<file path="src/rtl/sysctl_pkg.sv">
package sysctl_pkg;

    // instruction field positions
    localparam int COND_MSB     = 31;
    localparam int COND_LSB     = 28;
    localparam int CLASS_MSB    = 27;
    localparam int CLASS_LSB    = 24;
    localparam int LDST_MSB     = 27;
    localparam int LDST_LSB     = 25;
    localparam int OPC1_MSB     = 23;
    localparam int OPC1_LSB     = 21;
    localparam int DIR_BIT      = 20;
    localparam int PRIM_MSB     = 19;
    localparam int PRIM_LSB     = 16;
    localparam int CPNUM_MSB    = 11;
    localparam int CPNUM_LSB    = 8;
    localparam int OPC2_MSB     = 7;
    localparam int OPC2_LSB     = 5;
    localparam int XFER_BIT     = 4;
    localparam int SEC_MSB      = 3;
    localparam int SEC_LSB      = 0;

    // class codes and the coprocessor number answered here
    localparam logic [3:0] CLASS_COPROC = 4'he;
    localparam logic [2:0] CLASS_LDST   = 3'h6;
    localparam logic [3:0] SYSCTL_CPNUM = 4'hf;

    // register numbers
    localparam logic [3:0] REG_ID       = 4'h0;
    localparam logic [3:0] REG_CTRL     = 4'h1;
    localparam logic [3:0] REG_CACHECFG = 4'h2;
    localparam logic [3:0] REG_WBUF     = 4'h3;
    localparam logic [3:0] REG_RSV4     = 4'h4;
    localparam logic [3:0] REG_ACCPERM  = 4'h5;
    localparam logic [3:0] REG_PROT     = 4'h6;
    localparam logic [3:0] REG_CACHEOP  = 4'h7;
    localparam logic [3:0] REG_RSV8     = 4'h8;
    localparam logic [3:0] REG_LOCKTCM  = 4'h9;
    localparam logic [3:0] REG_RSV10    = 4'ha;
    localparam logic [3:0] REG_RSV11    = 4'hb;
    localparam logic [3:0] REG_RSV12    = 4'hc;
    localparam logic [3:0] REG_TRACEPID = 4'hd;
    localparam logic [3:0] REG_RSV14    = 4'he;
    localparam logic [3:0] REG_TEST     = 4'hf;

    // sub selection codes for register 0
    localparam logic [2:0] OPC2_CACHETYPE = 3'h1;
    localparam logic [2:0] OPC2_TCMSIZE   = 3'h2;
    localparam logic [3:0] SUB_ID         = 4'h0;
    localparam logic [3:0] SUB_CACHETYPE  = 4'h1;
    localparam logic [3:0] SUB_TCMSIZE    = 4'h2;

    // reset values
    localparam logic [31:0] WORD_RST = 32'h0000_0000;
    localparam logic [3:0]  NIB_RST  = 4'h0;

    // transfer sequencer states
    typedef enum logic [2:0] {
        ST_IDLE   = 3'b001,
        ST_ACCESS = 3'b010,
        ST_RESP   = 3'b100
    } xfer_state_t;

endpackage : sysctl_pkg

</file>
<file path="src/rtl/sysctl_coproc_access_decode.sv">
`timescale 1ns/100ps

module sysctl_coproc_access_decode (
    input  wire logic        i_ref_clk,      // core clock
    input  wire logic        i_rst_n,        // async bus reset, active low
    input  wire logic        i_xfer_valid,   // core offers a coprocessor instruction
    input  wire logic [31:0] i_instr,        // instruction word
    input  wire logic        i_cond_pass,    // condition field passed
    input  wire logic        i_privileged,   // core runs in a privileged mode
    input  wire logic [31:0] i_wdata,        // core register value for writes
    input  wire logic [31:0] i_tgt_rdata,    // selected register value from its owner
    input  wire logic        i_data_abort,   // memory access aborted
    input  wire logic        i_mem_access,   // aborted instruction had base writeback
    output logic             o_xfer_ready,   // decoder takes a new instruction
    output logic             o_rd_strobe,    // read of the selected register
    output logic             o_wr_strobe,    // write of the selected register
    output logic [3:0]       o_reg_num,      // selected register number
    output logic [3:0]       o_sub_sel,      // register or operation within it
    output logic [2:0]       o_opc2,         // raw second opcode field
    output logic [3:0]       o_sec_field,    // raw secondary register field
    output logic             o_side_instr,   // instruction-side copy selected
    output logic [31:0]      o_wdata,        // write data held for the owner
    output logic [31:0]      o_rd_data,      // read result to the core
    output logic             o_rd_valid,     // read result is on o_rd_data
    output logic             o_undef_trap,   // take the undefined instruction trap
    output logic             o_xfer_done,    // instruction finished
    output logic             o_base_restore  // restore base register now
);

    sysctl_pkg::xfer_state_t state_r;     // sequencer state
    sysctl_pkg::xfer_state_t state_nxt;   // its next value

    logic        for_sysctl;              // instruction is ours
    logic        is_xfer;                 // transfer kind
    logic        is_read;                 // read direction
    logic        is_data_op;              // data operation kind
    logic        is_ldst;                 // load or store kind
    logic        take;                    // instruction accepted this cycle
    logic        trap_nxt;                // trap decision for the taken word
    logic        acc_nxt;                 // access decision for the taken word
    logic        trap_r;                  // trap pending in access cycle
    logic        acc_r;                   // access pending in access cycle
    logic        read_r;                  // pending access is a read
    logic        readable;                // number defined as readable
    logic        writable;                // number defined as writable
    logic        base_restore_r;          // registered restore pulse
    logic [3:0]  prim;                    // primary field of the word
    logic [3:0]  sec;                     // secondary field of the word
    logic [2:0]  opc2;                    // second opcode field of the word
    logic [3:0]  sub_nxt;                 // decoded sub selection
    logic        side_nxt;                // decoded side selection
    logic [3:0]  reg_num_r;               // held register number
    logic [3:0]  sub_r;                   // held sub selection
    logic [2:0]  opc2_r;                  // held opcode2
    logic [3:0]  sec_r;                   // held secondary field
    logic        side_r;                  // held side
    logic [31:0] wdata_r;                 // held write data
    logic [31:0] rd_data_r;               // held read result

    // kind of the offered word
    sysctl_instr_classify u_classify (
        .i_instr      (i_instr),
        .o_for_sysctl (for_sysctl),
        .o_is_xfer    (is_xfer),
        .o_is_read    (is_read),
        .o_is_data_op (is_data_op),
        .o_is_ldst    (is_ldst)
    );

    assign prim = i_instr[sysctl_pkg::PRIM_MSB:sysctl_pkg::PRIM_LSB];
    assign sec  = i_instr[sysctl_pkg::SEC_MSB:sysctl_pkg::SEC_LSB];
    assign opc2 = i_instr[sysctl_pkg::OPC2_MSB:sysctl_pkg::OPC2_LSB];
    assign take = i_xfer_valid && (state_r == sysctl_pkg::ST_IDLE);

    // trap and access decisions for the offered word
    always_comb begin
        trap_nxt = i_cond_pass && for_sysctl &&
                   (is_data_op || is_ldst || (is_xfer && !i_privileged));
        acc_nxt  = i_cond_pass && for_sysctl && is_xfer && i_privileged;
    end

    // sub selection and side from the secondary fields
    always_comb begin
        sub_nxt  = sysctl_pkg::NIB_RST;
        side_nxt = 1'b0;
        case (prim)
            sysctl_pkg::REG_ID: begin
                // opcode2 picks id, cache type or tcm size
                if (opc2 == sysctl_pkg::OPC2_CACHETYPE) begin
                    sub_nxt = sysctl_pkg::SUB_CACHETYPE;
                end else if (opc2 == sysctl_pkg::OPC2_TCMSIZE) begin
                    sub_nxt = sysctl_pkg::SUB_TCMSIZE;
                end else begin
                    sub_nxt = sysctl_pkg::SUB_ID;
                end
            end
            sysctl_pkg::REG_CACHECFG, sysctl_pkg::REG_ACCPERM: begin
                side_nxt = opc2[0];
            end
            sysctl_pkg::REG_PROT, sysctl_pkg::REG_CACHEOP: begin
                // region number or cache operation lives in the secondary field
                sub_nxt = sec;
            end
            sysctl_pkg::REG_LOCKTCM: begin
                // secondary field picks lockdown or tcm region, opcode2 the side
                sub_nxt  = sec;
                side_nxt = opc2[0];
            end
            sysctl_pkg::REG_TEST: begin
                // test registers split on opcode2 alone
                sub_nxt = {1'b0, opc2};
            end
            default: begin
                sub_nxt  = sysctl_pkg::NIB_RST;
                side_nxt = 1'b0;
            end
        endcase
    end

    // which held numbers may be read or written
    always_comb begin
        readable = 1'b0;
        writable = 1'b0;
        case (reg_num_r)
            sysctl_pkg::REG_ID: begin
                readable = 1'b1;
            end
            sysctl_pkg::REG_CACHEOP: begin
                writable = 1'b1;
            end
            sysctl_pkg::REG_CTRL, sysctl_pkg::REG_CACHECFG, sysctl_pkg::REG_WBUF,
            sysctl_pkg::REG_ACCPERM, sysctl_pkg::REG_PROT, sysctl_pkg::REG_LOCKTCM,
            sysctl_pkg::REG_TRACEPID, sysctl_pkg::REG_TEST: begin
                readable = 1'b1;
                writable = 1'b1;
            end
            default: begin
                readable = 1'b0;
                writable = 1'b0;
            end
        endcase
    end

    // sequencer next state
    always_comb begin
        state_nxt = state_r;
        case (state_r)
            sysctl_pkg::ST_IDLE: begin
                if (take) begin
                    state_nxt = sysctl_pkg::ST_ACCESS;
                end
            end
            sysctl_pkg::ST_ACCESS: begin
                // only a legal read needs the answer cycle
                if (acc_r && read_r) begin
                    state_nxt = sysctl_pkg::ST_RESP;
                end else begin
                    state_nxt = sysctl_pkg::ST_IDLE;
                end
            end
            sysctl_pkg::ST_RESP: begin
                state_nxt = sysctl_pkg::ST_IDLE;
            end
            // any stray code recovers to idle
            default: begin
                state_nxt = sysctl_pkg::ST_IDLE;
            end
        endcase
    end

    // sequencer state register
    always_ff @(posedge i_ref_clk or negedge i_rst_n) begin
        if (!i_rst_n) begin
            state_r <= sysctl_pkg::ST_IDLE;
        end else begin
            state_r <= state_nxt;
        end
    end

    // decisions captured with the word
    always_ff @(posedge i_ref_clk or negedge i_rst_n) begin
        if (!i_rst_n) begin
            trap_r <= 1'b0;
            acc_r  <= 1'b0;
            read_r <= 1'b0;
        end else if (take) begin
            trap_r <= trap_nxt;
            acc_r  <= acc_nxt;
            read_r <= is_read;
        end
    end

    // selection fields held for the register owners
    always_ff @(posedge i_ref_clk or negedge i_rst_n) begin
        if (!i_rst_n) begin
            reg_num_r <= sysctl_pkg::NIB_RST;
            sub_r     <= sysctl_pkg::NIB_RST;
            opc2_r    <= 3'h0;
            sec_r     <= sysctl_pkg::NIB_RST;
            side_r    <= 1'b0;
            wdata_r   <= sysctl_pkg::WORD_RST;
        end else if (take) begin
            reg_num_r <= prim;
            sub_r     <= sub_nxt;
            opc2_r    <= opc2;
            sec_r     <= sec;
            side_r    <= side_nxt;
            wdata_r   <= i_wdata;
        end
    end

    // read result capture
    always_ff @(posedge i_ref_clk or negedge i_rst_n) begin
        if (!i_rst_n) begin
            rd_data_r <= sysctl_pkg::WORD_RST;
        end else if ((state_r == sysctl_pkg::ST_ACCESS) && acc_r && read_r) begin
            // a read of a write-only number is not forwarded
            rd_data_r <= readable ? i_tgt_rdata : sysctl_pkg::WORD_RST;
        end
    end

    // abort writeback undo, one cycle after the abort
    always_ff @(posedge i_ref_clk or negedge i_rst_n) begin
        if (!i_rst_n) begin
            base_restore_r <= 1'b0;
        end else begin
            base_restore_r <= i_data_abort && i_mem_access;
        end
    end

    // strobes only in the access cycle; a write to read-only is dropped
    always_comb begin
        o_rd_strobe  = (state_r == sysctl_pkg::ST_ACCESS) && acc_r && read_r && readable;
        o_wr_strobe  = (state_r == sysctl_pkg::ST_ACCESS) && acc_r && !read_r && writable;
        o_undef_trap = (state_r == sysctl_pkg::ST_ACCESS) && trap_r;
        o_xfer_done  = ((state_r == sysctl_pkg::ST_ACCESS) && !(acc_r && read_r))
                       || (state_r == sysctl_pkg::ST_RESP);
        o_rd_valid   = (state_r == sysctl_pkg::ST_RESP);
        o_xfer_ready = (state_r == sysctl_pkg::ST_IDLE);
    end

    assign o_reg_num      = reg_num_r;
    assign o_sub_sel      = sub_r;
    assign o_opc2         = opc2_r;
    assign o_sec_field    = sec_r;
    assign o_side_instr   = side_r;
    assign o_wdata        = wdata_r;
    assign o_rd_data      = rd_data_r;
    assign o_base_restore = base_restore_r;

endmodule : sysctl_coproc_access_decode

</file>
<file path="src/rtl/sysctl_instr_classify.sv">
`timescale 1ns/100ps

// sorts one coprocessor instruction word into its kind
module sysctl_instr_classify (
    input  wire logic [31:0] i_instr,      // instruction word
    output logic             o_for_sysctl, // aimed at the system control unit
    output logic             o_is_xfer,    // register read or write transfer
    output logic             o_is_read,    // transfer direction is read
    output logic             o_is_data_op, // coprocessor data operation
    output logic             o_is_ldst     // coprocessor load or store
);

    logic class_coproc; // coprocessor op or transfer class
    logic class_ldst;   // coprocessor memory class

    // decode of the class and kind bits
    always_comb begin
        class_coproc = (i_instr[sysctl_pkg::CLASS_MSB:sysctl_pkg::CLASS_LSB]
                        == sysctl_pkg::CLASS_COPROC);
        class_ldst   = (i_instr[sysctl_pkg::LDST_MSB:sysctl_pkg::LDST_LSB]
                        == sysctl_pkg::CLASS_LDST);
        o_for_sysctl = (i_instr[sysctl_pkg::CPNUM_MSB:sysctl_pkg::CPNUM_LSB]
                        == sysctl_pkg::SYSCTL_CPNUM) && (class_coproc || class_ldst);
        o_is_xfer    = class_coproc && i_instr[sysctl_pkg::XFER_BIT];
        o_is_data_op = class_coproc && !i_instr[sysctl_pkg::XFER_BIT];
        o_is_ldst    = class_ldst;
        o_is_read    = o_is_xfer && i_instr[sysctl_pkg::DIR_BIT];
    end

endmodule : sysctl_instr_classify

</file>
<file path="config.mk">
export PLATFORM = sky130hd
export DESIGN_NAME = sysctl_coproc_access_decode
export DESIGN_NICKNAME = d
export VERILOG_FILES = /design/src/rtl/sysctl_pkg.sv /design/src/rtl/sysctl_coproc_access_decode.sv /design/src/rtl/sysctl_instr_classify.sv
export SDC_FILE = /design/constraint.sdc
export NUM_CORES = 1
export LEC_CHECK = 0
export ABC_AREA = 0
export ABC_CLOCK_PERIOD_IN_PS = 1500
export BUFFER_PORTS_ARGS = -buffer_cell sky130_fd_sc_hd__clkbuf_2
export CAP_MARGIN = 20
export CORE_MARGIN = 2
export CORE_UTILIZATION = 25
export DETAILED_ROUTE_END_ITERATION = 7
export PLACE_DENSITY = 0.59
export SLEW_MARGIN = 20
export SYNTH_ARGS = -nofsm -noshare
export SYNTH_HDL_FRONTEND = slang
export SYNTH_SLANG_ARGS = --single-unit
</file>
<file path="constraint.sdc">
create_clock -name i_ref_clk -period 1.5 [get_ports i_ref_clk]
set_clock_uncertainty 0.15 [all_clocks]
set_input_delay 0.075 -clock i_ref_clk [delete_from_list [all_inputs] [get_ports i_ref_clk]]
set_output_delay 0.075 -clock i_ref_clk [all_outputs]
set_load 0.05 [all_outputs]
</file>
# ---- Yosys cells after proc, flatten, opt, wreduce, memory -nomap -nowiden
# Cells that the tools add are included.
# W data, S select, Z words.
dict set report totals {
  output_inout_bits 87
  regBits 87
  inputBits 103
}
dict set report classes {
  eq_ne 24
  n_reduce_logical 33
  muxes 10
}
# operator count
set op_table {}
lappend op_table {{$mux W32} 1}
lappend op_table {{$eq A4 B4 Y1 const B} 7}
lappend op_table {{$eq A4 B3 Y1 const B} 6}
lappend op_table {{$logic_and A1 B1 Y1} 19}
lappend op_table {{$reduce_or A9 Y1} 2}
lappend op_table {{$eq A4 B2 Y1 const B} 3}
lappend op_table {{$pmux W4 S3} 1}
lappend op_table {{$logic_not A4 Y1} 2}
lappend op_table {{$eq A3 B1 Y1 const B} 2}
lappend op_table {{$eq A3 B2 Y1 const B} 2}
lappend op_table {{$eq A3 B3 Y1 const B} 2}
lappend op_table {{$mux W3} 2}
lappend op_table {{$pmux W3 S2} 1}
lappend op_table {{$reduce_or A3 Y1} 2}
lappend op_table {{$eq A4 B1 Y1 const B} 1}
lappend op_table {{$logic_not A1 Y1} 4}
lappend op_table {{$logic_or A1 B1 Y1} 4}
lappend op_table {{$mux W2} 2}
lappend op_table {{$mux W1} 3}
lappend op_table {{$ne A2 B1 Y1 const B} 1}

# ---- Depth between registers and ports, before layout
dict set report depth {
  ltp_word 6
  depth_mapped 6
}

# ---- Modules after synthesis
# From an unflattened synthesis, not the netlist that was laid out.
dict set report unflattened {
  cells_unflattened 406
  hier_area_um2 3614.7
}
# mod n_inst cells_each area_per_inst_um2
set by_module_without_submodules {}
lappend by_module_without_submodules {sysctl_coproc_access_decode 1 398 3564.7}
lappend by_module_without_submodules {sysctl_instr_classify 1 8 50.0}

# ---- Least setup slack after synthesis
# Ideal clock, no wire load.
dict set report synth_timing {
  path_type {register to output}
  start {register reg_num_r[1], in the netlist o_reg_num[1]}
  end {output port o_wr_strobe}
  stages_incl_launch_ff 4
  required_ps 1275
  n_path_buf 0
  arrival_ps 2564
  setup_slack_ps -1289
  path_cell_list {dfrtp_1 inv_1 o21a_1 nor4b_1}
}
dict set report synth_between {
  elab_chain_len 4
  elab_cells_between_ends 12
  classes_between {eq/ne (9); mux (1); reduce/logical (2)}
}
# element line
set synth_rtl {}
lappend synth_rtl {{start: declaration} sysctl_coproc_access_decode.sv:52} ;# logic [3:0] reg_num_r;
lappend synth_rtl {{start signal: assignment} sysctl_coproc_access_decode.sv:196} ;# reg_num_r <= sysctl_pkg::NIB_RST;
lappend synth_rtl {{start signal: assignment} sysctl_coproc_access_decode.sv:203} ;# reg_num_r <= prim;
lappend synth_rtl {{$eq A4 B1 Y1, or another cell as far along} sysctl_coproc_access_decode.sv:124} ;# case (reg_num_r)
lappend synth_rtl {{$reduce_or A9 Y1 (no line) (*)} -}
lappend synth_rtl {{$mux W1 (*)} sysctl_coproc_access_decode.sv:124}
lappend synth_rtl {{$logic_and A1 B1 Y1 (*)} sysctl_coproc_access_decode.sv:234} ;# o_wr_strobe = (state_r == sysctl_pkg::ST_ACCESS) && acc_r && !read_r && writable;
lappend synth_rtl {{end: declaration} sysctl_coproc_access_decode.sv:16} ;# output logic o_wr_strobe,
# Every way passes the cells marked *; elsewhere a longest branch is shown, timed or not.

# ---- Final worst setup path
dict set report layout_timing {
  start {register state_r[0]}
  end {output port o_wr_strobe}
}
dict set report layout_between {
  elab_chain_len 4
}
# element line
set layout_rtl {}
lappend layout_rtl {{start: declaration} sysctl_coproc_access_decode.sv:30} ;# sysctl_pkg::xfer_state_t state_r;
lappend layout_rtl {{start signal: assignment} sysctl_coproc_access_decode.sv:174} ;# state_r <= sysctl_pkg::ST_IDLE;
lappend layout_rtl {{start signal: assignment} sysctl_coproc_access_decode.sv:176} ;# state_r <= state_nxt;
lappend layout_rtl {{$eq A3 B2 Y1} sysctl_coproc_access_decode.sv:234}
lappend layout_rtl {{$logic_and A1 B1 Y1 (3 in series)} sysctl_coproc_access_decode.sv:234}
# Every way passes these cells.

==> flow_summary_export.csv <==
group,metric,value,unit
global_route,grtUsageTotal,16.9,%
global_route,grt_pass1_vias,4061,
die,dieHeight,124,µm
cells_and_area,fin_util,49.8,%
pwr,power,7.99,mW
cells_and_area,synthToLayoutAreaGrowth,94.1,%
placed_design,hpwl,7480,µm
critical_path,cp-end-kind,"primary output",
cells_and_area,drive_gt1_share,44.5,%
critical_path,cpPeakStageDelay,0.38,ns
global_route,grt_start_max_net_pins,88,
clock_tree,cts_tree,"built",
logic_synthesis,syn-num-nets,505,
route,drc_errors,0,
sta,setup_viol,90,
critical_path,required,1.27,ns
sta,fin_ws,-0.372,ns
placed_design,io_buffers,178,
route,ant_nets,0,
critical_path,cp_top_family,"simple AND/OR/NAND/NOR gates",
sta,rsz0062_at_grt,"true",
clock_tree,cts_buffers,9,
cells_and_area,regArea,2180,µm²
route,via_per_inst,4.45,
die,start_util,25.7,%
clock_tree,clk_pin_slew,0.06,ns
placed_design,gp_congestion,0.726,
die,core_region_area,13900,µm²
cells_and_area,fill_cells,1231,
sta,fin_crit,1.87,ns
logic_synthesis,syn_area_per_cell,8.90,µm²
cells_and_area,multi_input_area,1550,µm²
sta,max_freq,534,MHz
route,drtIter0Drc,119,
route,wl,13000,µm
route,firstDrtPassIters,4,
critical_path,cp-start-kind,"flop",
logic_synthesis,synthCells,402,
critical_path,worstPathMaxFanout,3,
logic_synthesis,ys_types,32,
cells_and_area,antenna_cells,0,
global_route,grt_pass1_wl,19900,µm
sta,setup_tns,-14.24,ns
run,drv_cap,0,
logic_synthesis,synth_seq_cells,87,
clock_tree,ctsHtreeMaxLevel,3,
clock_tree,cts.path.max_buffers,2,
sta,hold_viol,1,
sta,fin_hold_ws,-0.0234,ns
route,num_vias,3957,
die,std_cell_rows,43,
critical_path,cp.arrival,1.65,ns
die,die-area,15300,µm²
die,ios,190,
critical_path,slowest_stage,"dfstp_2",
cells_and_area,nNetsFinal,808,
hold_path,hold_class,"in2reg",
logic_synthesis,synth.cell_area,3580,µm²
sta,post-route-period-util,125,%
route,wl_per_cell,14.7,µm
sta,max_slew_margin,66.9,%
sta,worstMarginPinSlew,0.496,ns
critical_path,critical_path_class,"reg2out",
global_route,grt_overflow_total,0,
logic_synthesis,synth_seq_area_share,60.9,%
critical_path,crit_chain,"buf_6 > or3b_4 > nor4b_4 > buf_12",
critical_path,cp.buffers_inverters,2,
logic_synthesis,yosysWarnings,0,
clock_tree,clock_latency,0.34,ns
placed_design,place_ws,-0.127,ns
clock_tree,root_buffer,"clkbuf_16",
outcome,violations,"negative hold slack, negative setup slack",
sta,slew_viol_final,0,
pwr,p_leak,3.45,nW
outcome,status,"finished with violations",
pwr,power_density,1150,nW/µm²
global_route,antenna_found_initial,0,
clock_tree,clock_sinks,87,
pwr,vdd_drop_max,0.742,mV
die,chipWidth,124,µm
==> area by class of cell <==
cell class,instances,area share [%]
inverter,3,0.451
clock inverter,4,1.10
sequential,87,31.5
clock buffer,12,3.84
timing repair buffer,314,37.5
multi-input combinational,290,22.4
tap,180,3.24
==> Yosys cell counts <==
cell         n  area (µm²)
a31oi_1      1        6.26
nand2b_1     3        18.8
clkbuf_1    12        45.0
buf_4        5        37.5
or3b_1       1        8.76
nand2_2      1        6.26
nand2_1    204         766
nor3_1       1        5.00
o21ai_1     33         165
inv_1        1        3.75
dfstp_2      1        26.3
o21ai_0      6        30.0
o211ai_1     1        7.51
inv_2        2        7.51
xnor2_1      1        8.76
nand4_1      4        25.0
nand3b_1     1        7.51
nand3_2      1        10.0
buf_2        5        25.0
nor3b_2      2        25.0
nand3_1      3        15.0
and2_1       3        18.8
a221oi_1     2        17.5
or3_1        1        6.26
o2bb2ai_1    1        8.76
o41ai_2      2        32.5
nor3b_1      2        15.0
o21a_1       1        7.51
nor2_1       8        30.0
dfrtp_1     86        2150
a21oi_1      6        30.0
nor4b_1      1        8.76
==> through the flow <==
stage | instances | area (µm²)
2_1_floorplan | 402 | 3670
3_3_place_gp | 764 | 5010
3_5_place_dp | 764 | 5010
4_1_cts | 884 | 6780
5_1_grt | 890 | 6940
6_report | 890 | 6940
==> placed cells by master (no fill, tap or decap), types with 2 or more instances in the layout <==
cell type,count
buf_12,16
a221oi_2,2
dlygate4sd3_1,84
o41ai_2,2
nor3b_4,2
bufinv_16,2
clkbuf_16,14
o21ai_2,15
nor2_4,3
o21ai_0,2
buf_8,6
nand2_1,177
clkbuf_8,3
nand4_1,4
dfrtp_1,81
nand2b_4,2
nand3_1,3
nand2_4,10
o21ai_1,22
clkbuf_2,171
buf_6,9
dfrtp_2,5
buf_4,18
nand2_2,18
a21oi_2,3
and2_1,2
a21oi_1,3
buf_16,5
nor2_1,5
==> worst paths after layout <==
path                                          from                         to  slack, ns  depth (start not counted)
setup / recovery            state_r[0]$_DFFE_PN1P_                o_wr_strobe      -0.37                          4
hold / removal                         i_instr[25]         trap_r$_DFFE_PN0P_      -0.02                          4
setup reg to reg            state_r[0]$_DFFE_PN1P_  o_rd_data[18]$_DFFE_PN0P_      -0.29                          9
hold reg to reg            o_wdata[18]$_DFFE_PN0P_    o_wdata[18]$_DFFE_PN0P_       0.33                          2
max in group asynchronous                  i_rst_n     state_r[2]$_DFFE_PN0P_       0.61                          3
min in group asynchronous                  i_rst_n  o_rd_data[31]$_DFFE_PN0P_       0.15                          3
==> flip-flops by register name (all words and copies together), names as in the netlist <==
name	cells
state_r	3
o_rd_data	32
acc_r	1
trap_r	1
read_r	1
o_base_restore	1
o_opc2	3
o_reg_num	4
o_sub_sel	4
o_sec_field	4
o_wdata	32
o_side_instr	1
==> power breakdown <==
part	internal, mW	switching, mW
Sequential	2.63	0.178
Clock	1.60	0.923
Combinational	0.895	1.77
Total	5.12	2.87
==> metal layers <==
metal / global-route usage (%) / up-vias / wire, µm / share of wire (%)
met5: 0 / - / 0 / 0
met4: 6.18 / 0 / 259 / 2.0
met3: 4.90 / 17 / 835 / 6.4
met2: 30.9 / 144 / 7060 / 54
met1: 18.4 / 1889 / 4890 / 37
li1: - / 1907 / - / -
==> repair_timing <==
action	4_1_cts	5_1_grt
pin swaps	26	16
cloned	6	5
setup buffers	12	7
resized for setup	87	29
hold endpoints to repair	171	0
hold buffers	86	0
endpoints found under the setup margin	89	92
==> logic make-up (layout without fill, tap and decap cells) <==
kind of cell	count (synthesis)	count (layout)	synth area share [%]
simple gates	236	236	27.0
flops	87	87	60.9
compound gates	53	53	8.53
buf+inv	25	333	3.32
xor+xnor	1	1	0.245
==> worst reg2reg max path, cell delays in order (launching register included) <==
cell	delay [ns]
dfstp_2	0.38
buf_4	0.14
nor3b_4	0.19
nand3_2	0.15
buf_4	0.17
buf_6	0.10
buf_6	0.11
buf_16	0.14
nand2_1	0.07
o21ai_1	0.07
No activity file was read; power rests on OpenSTA's default activity.
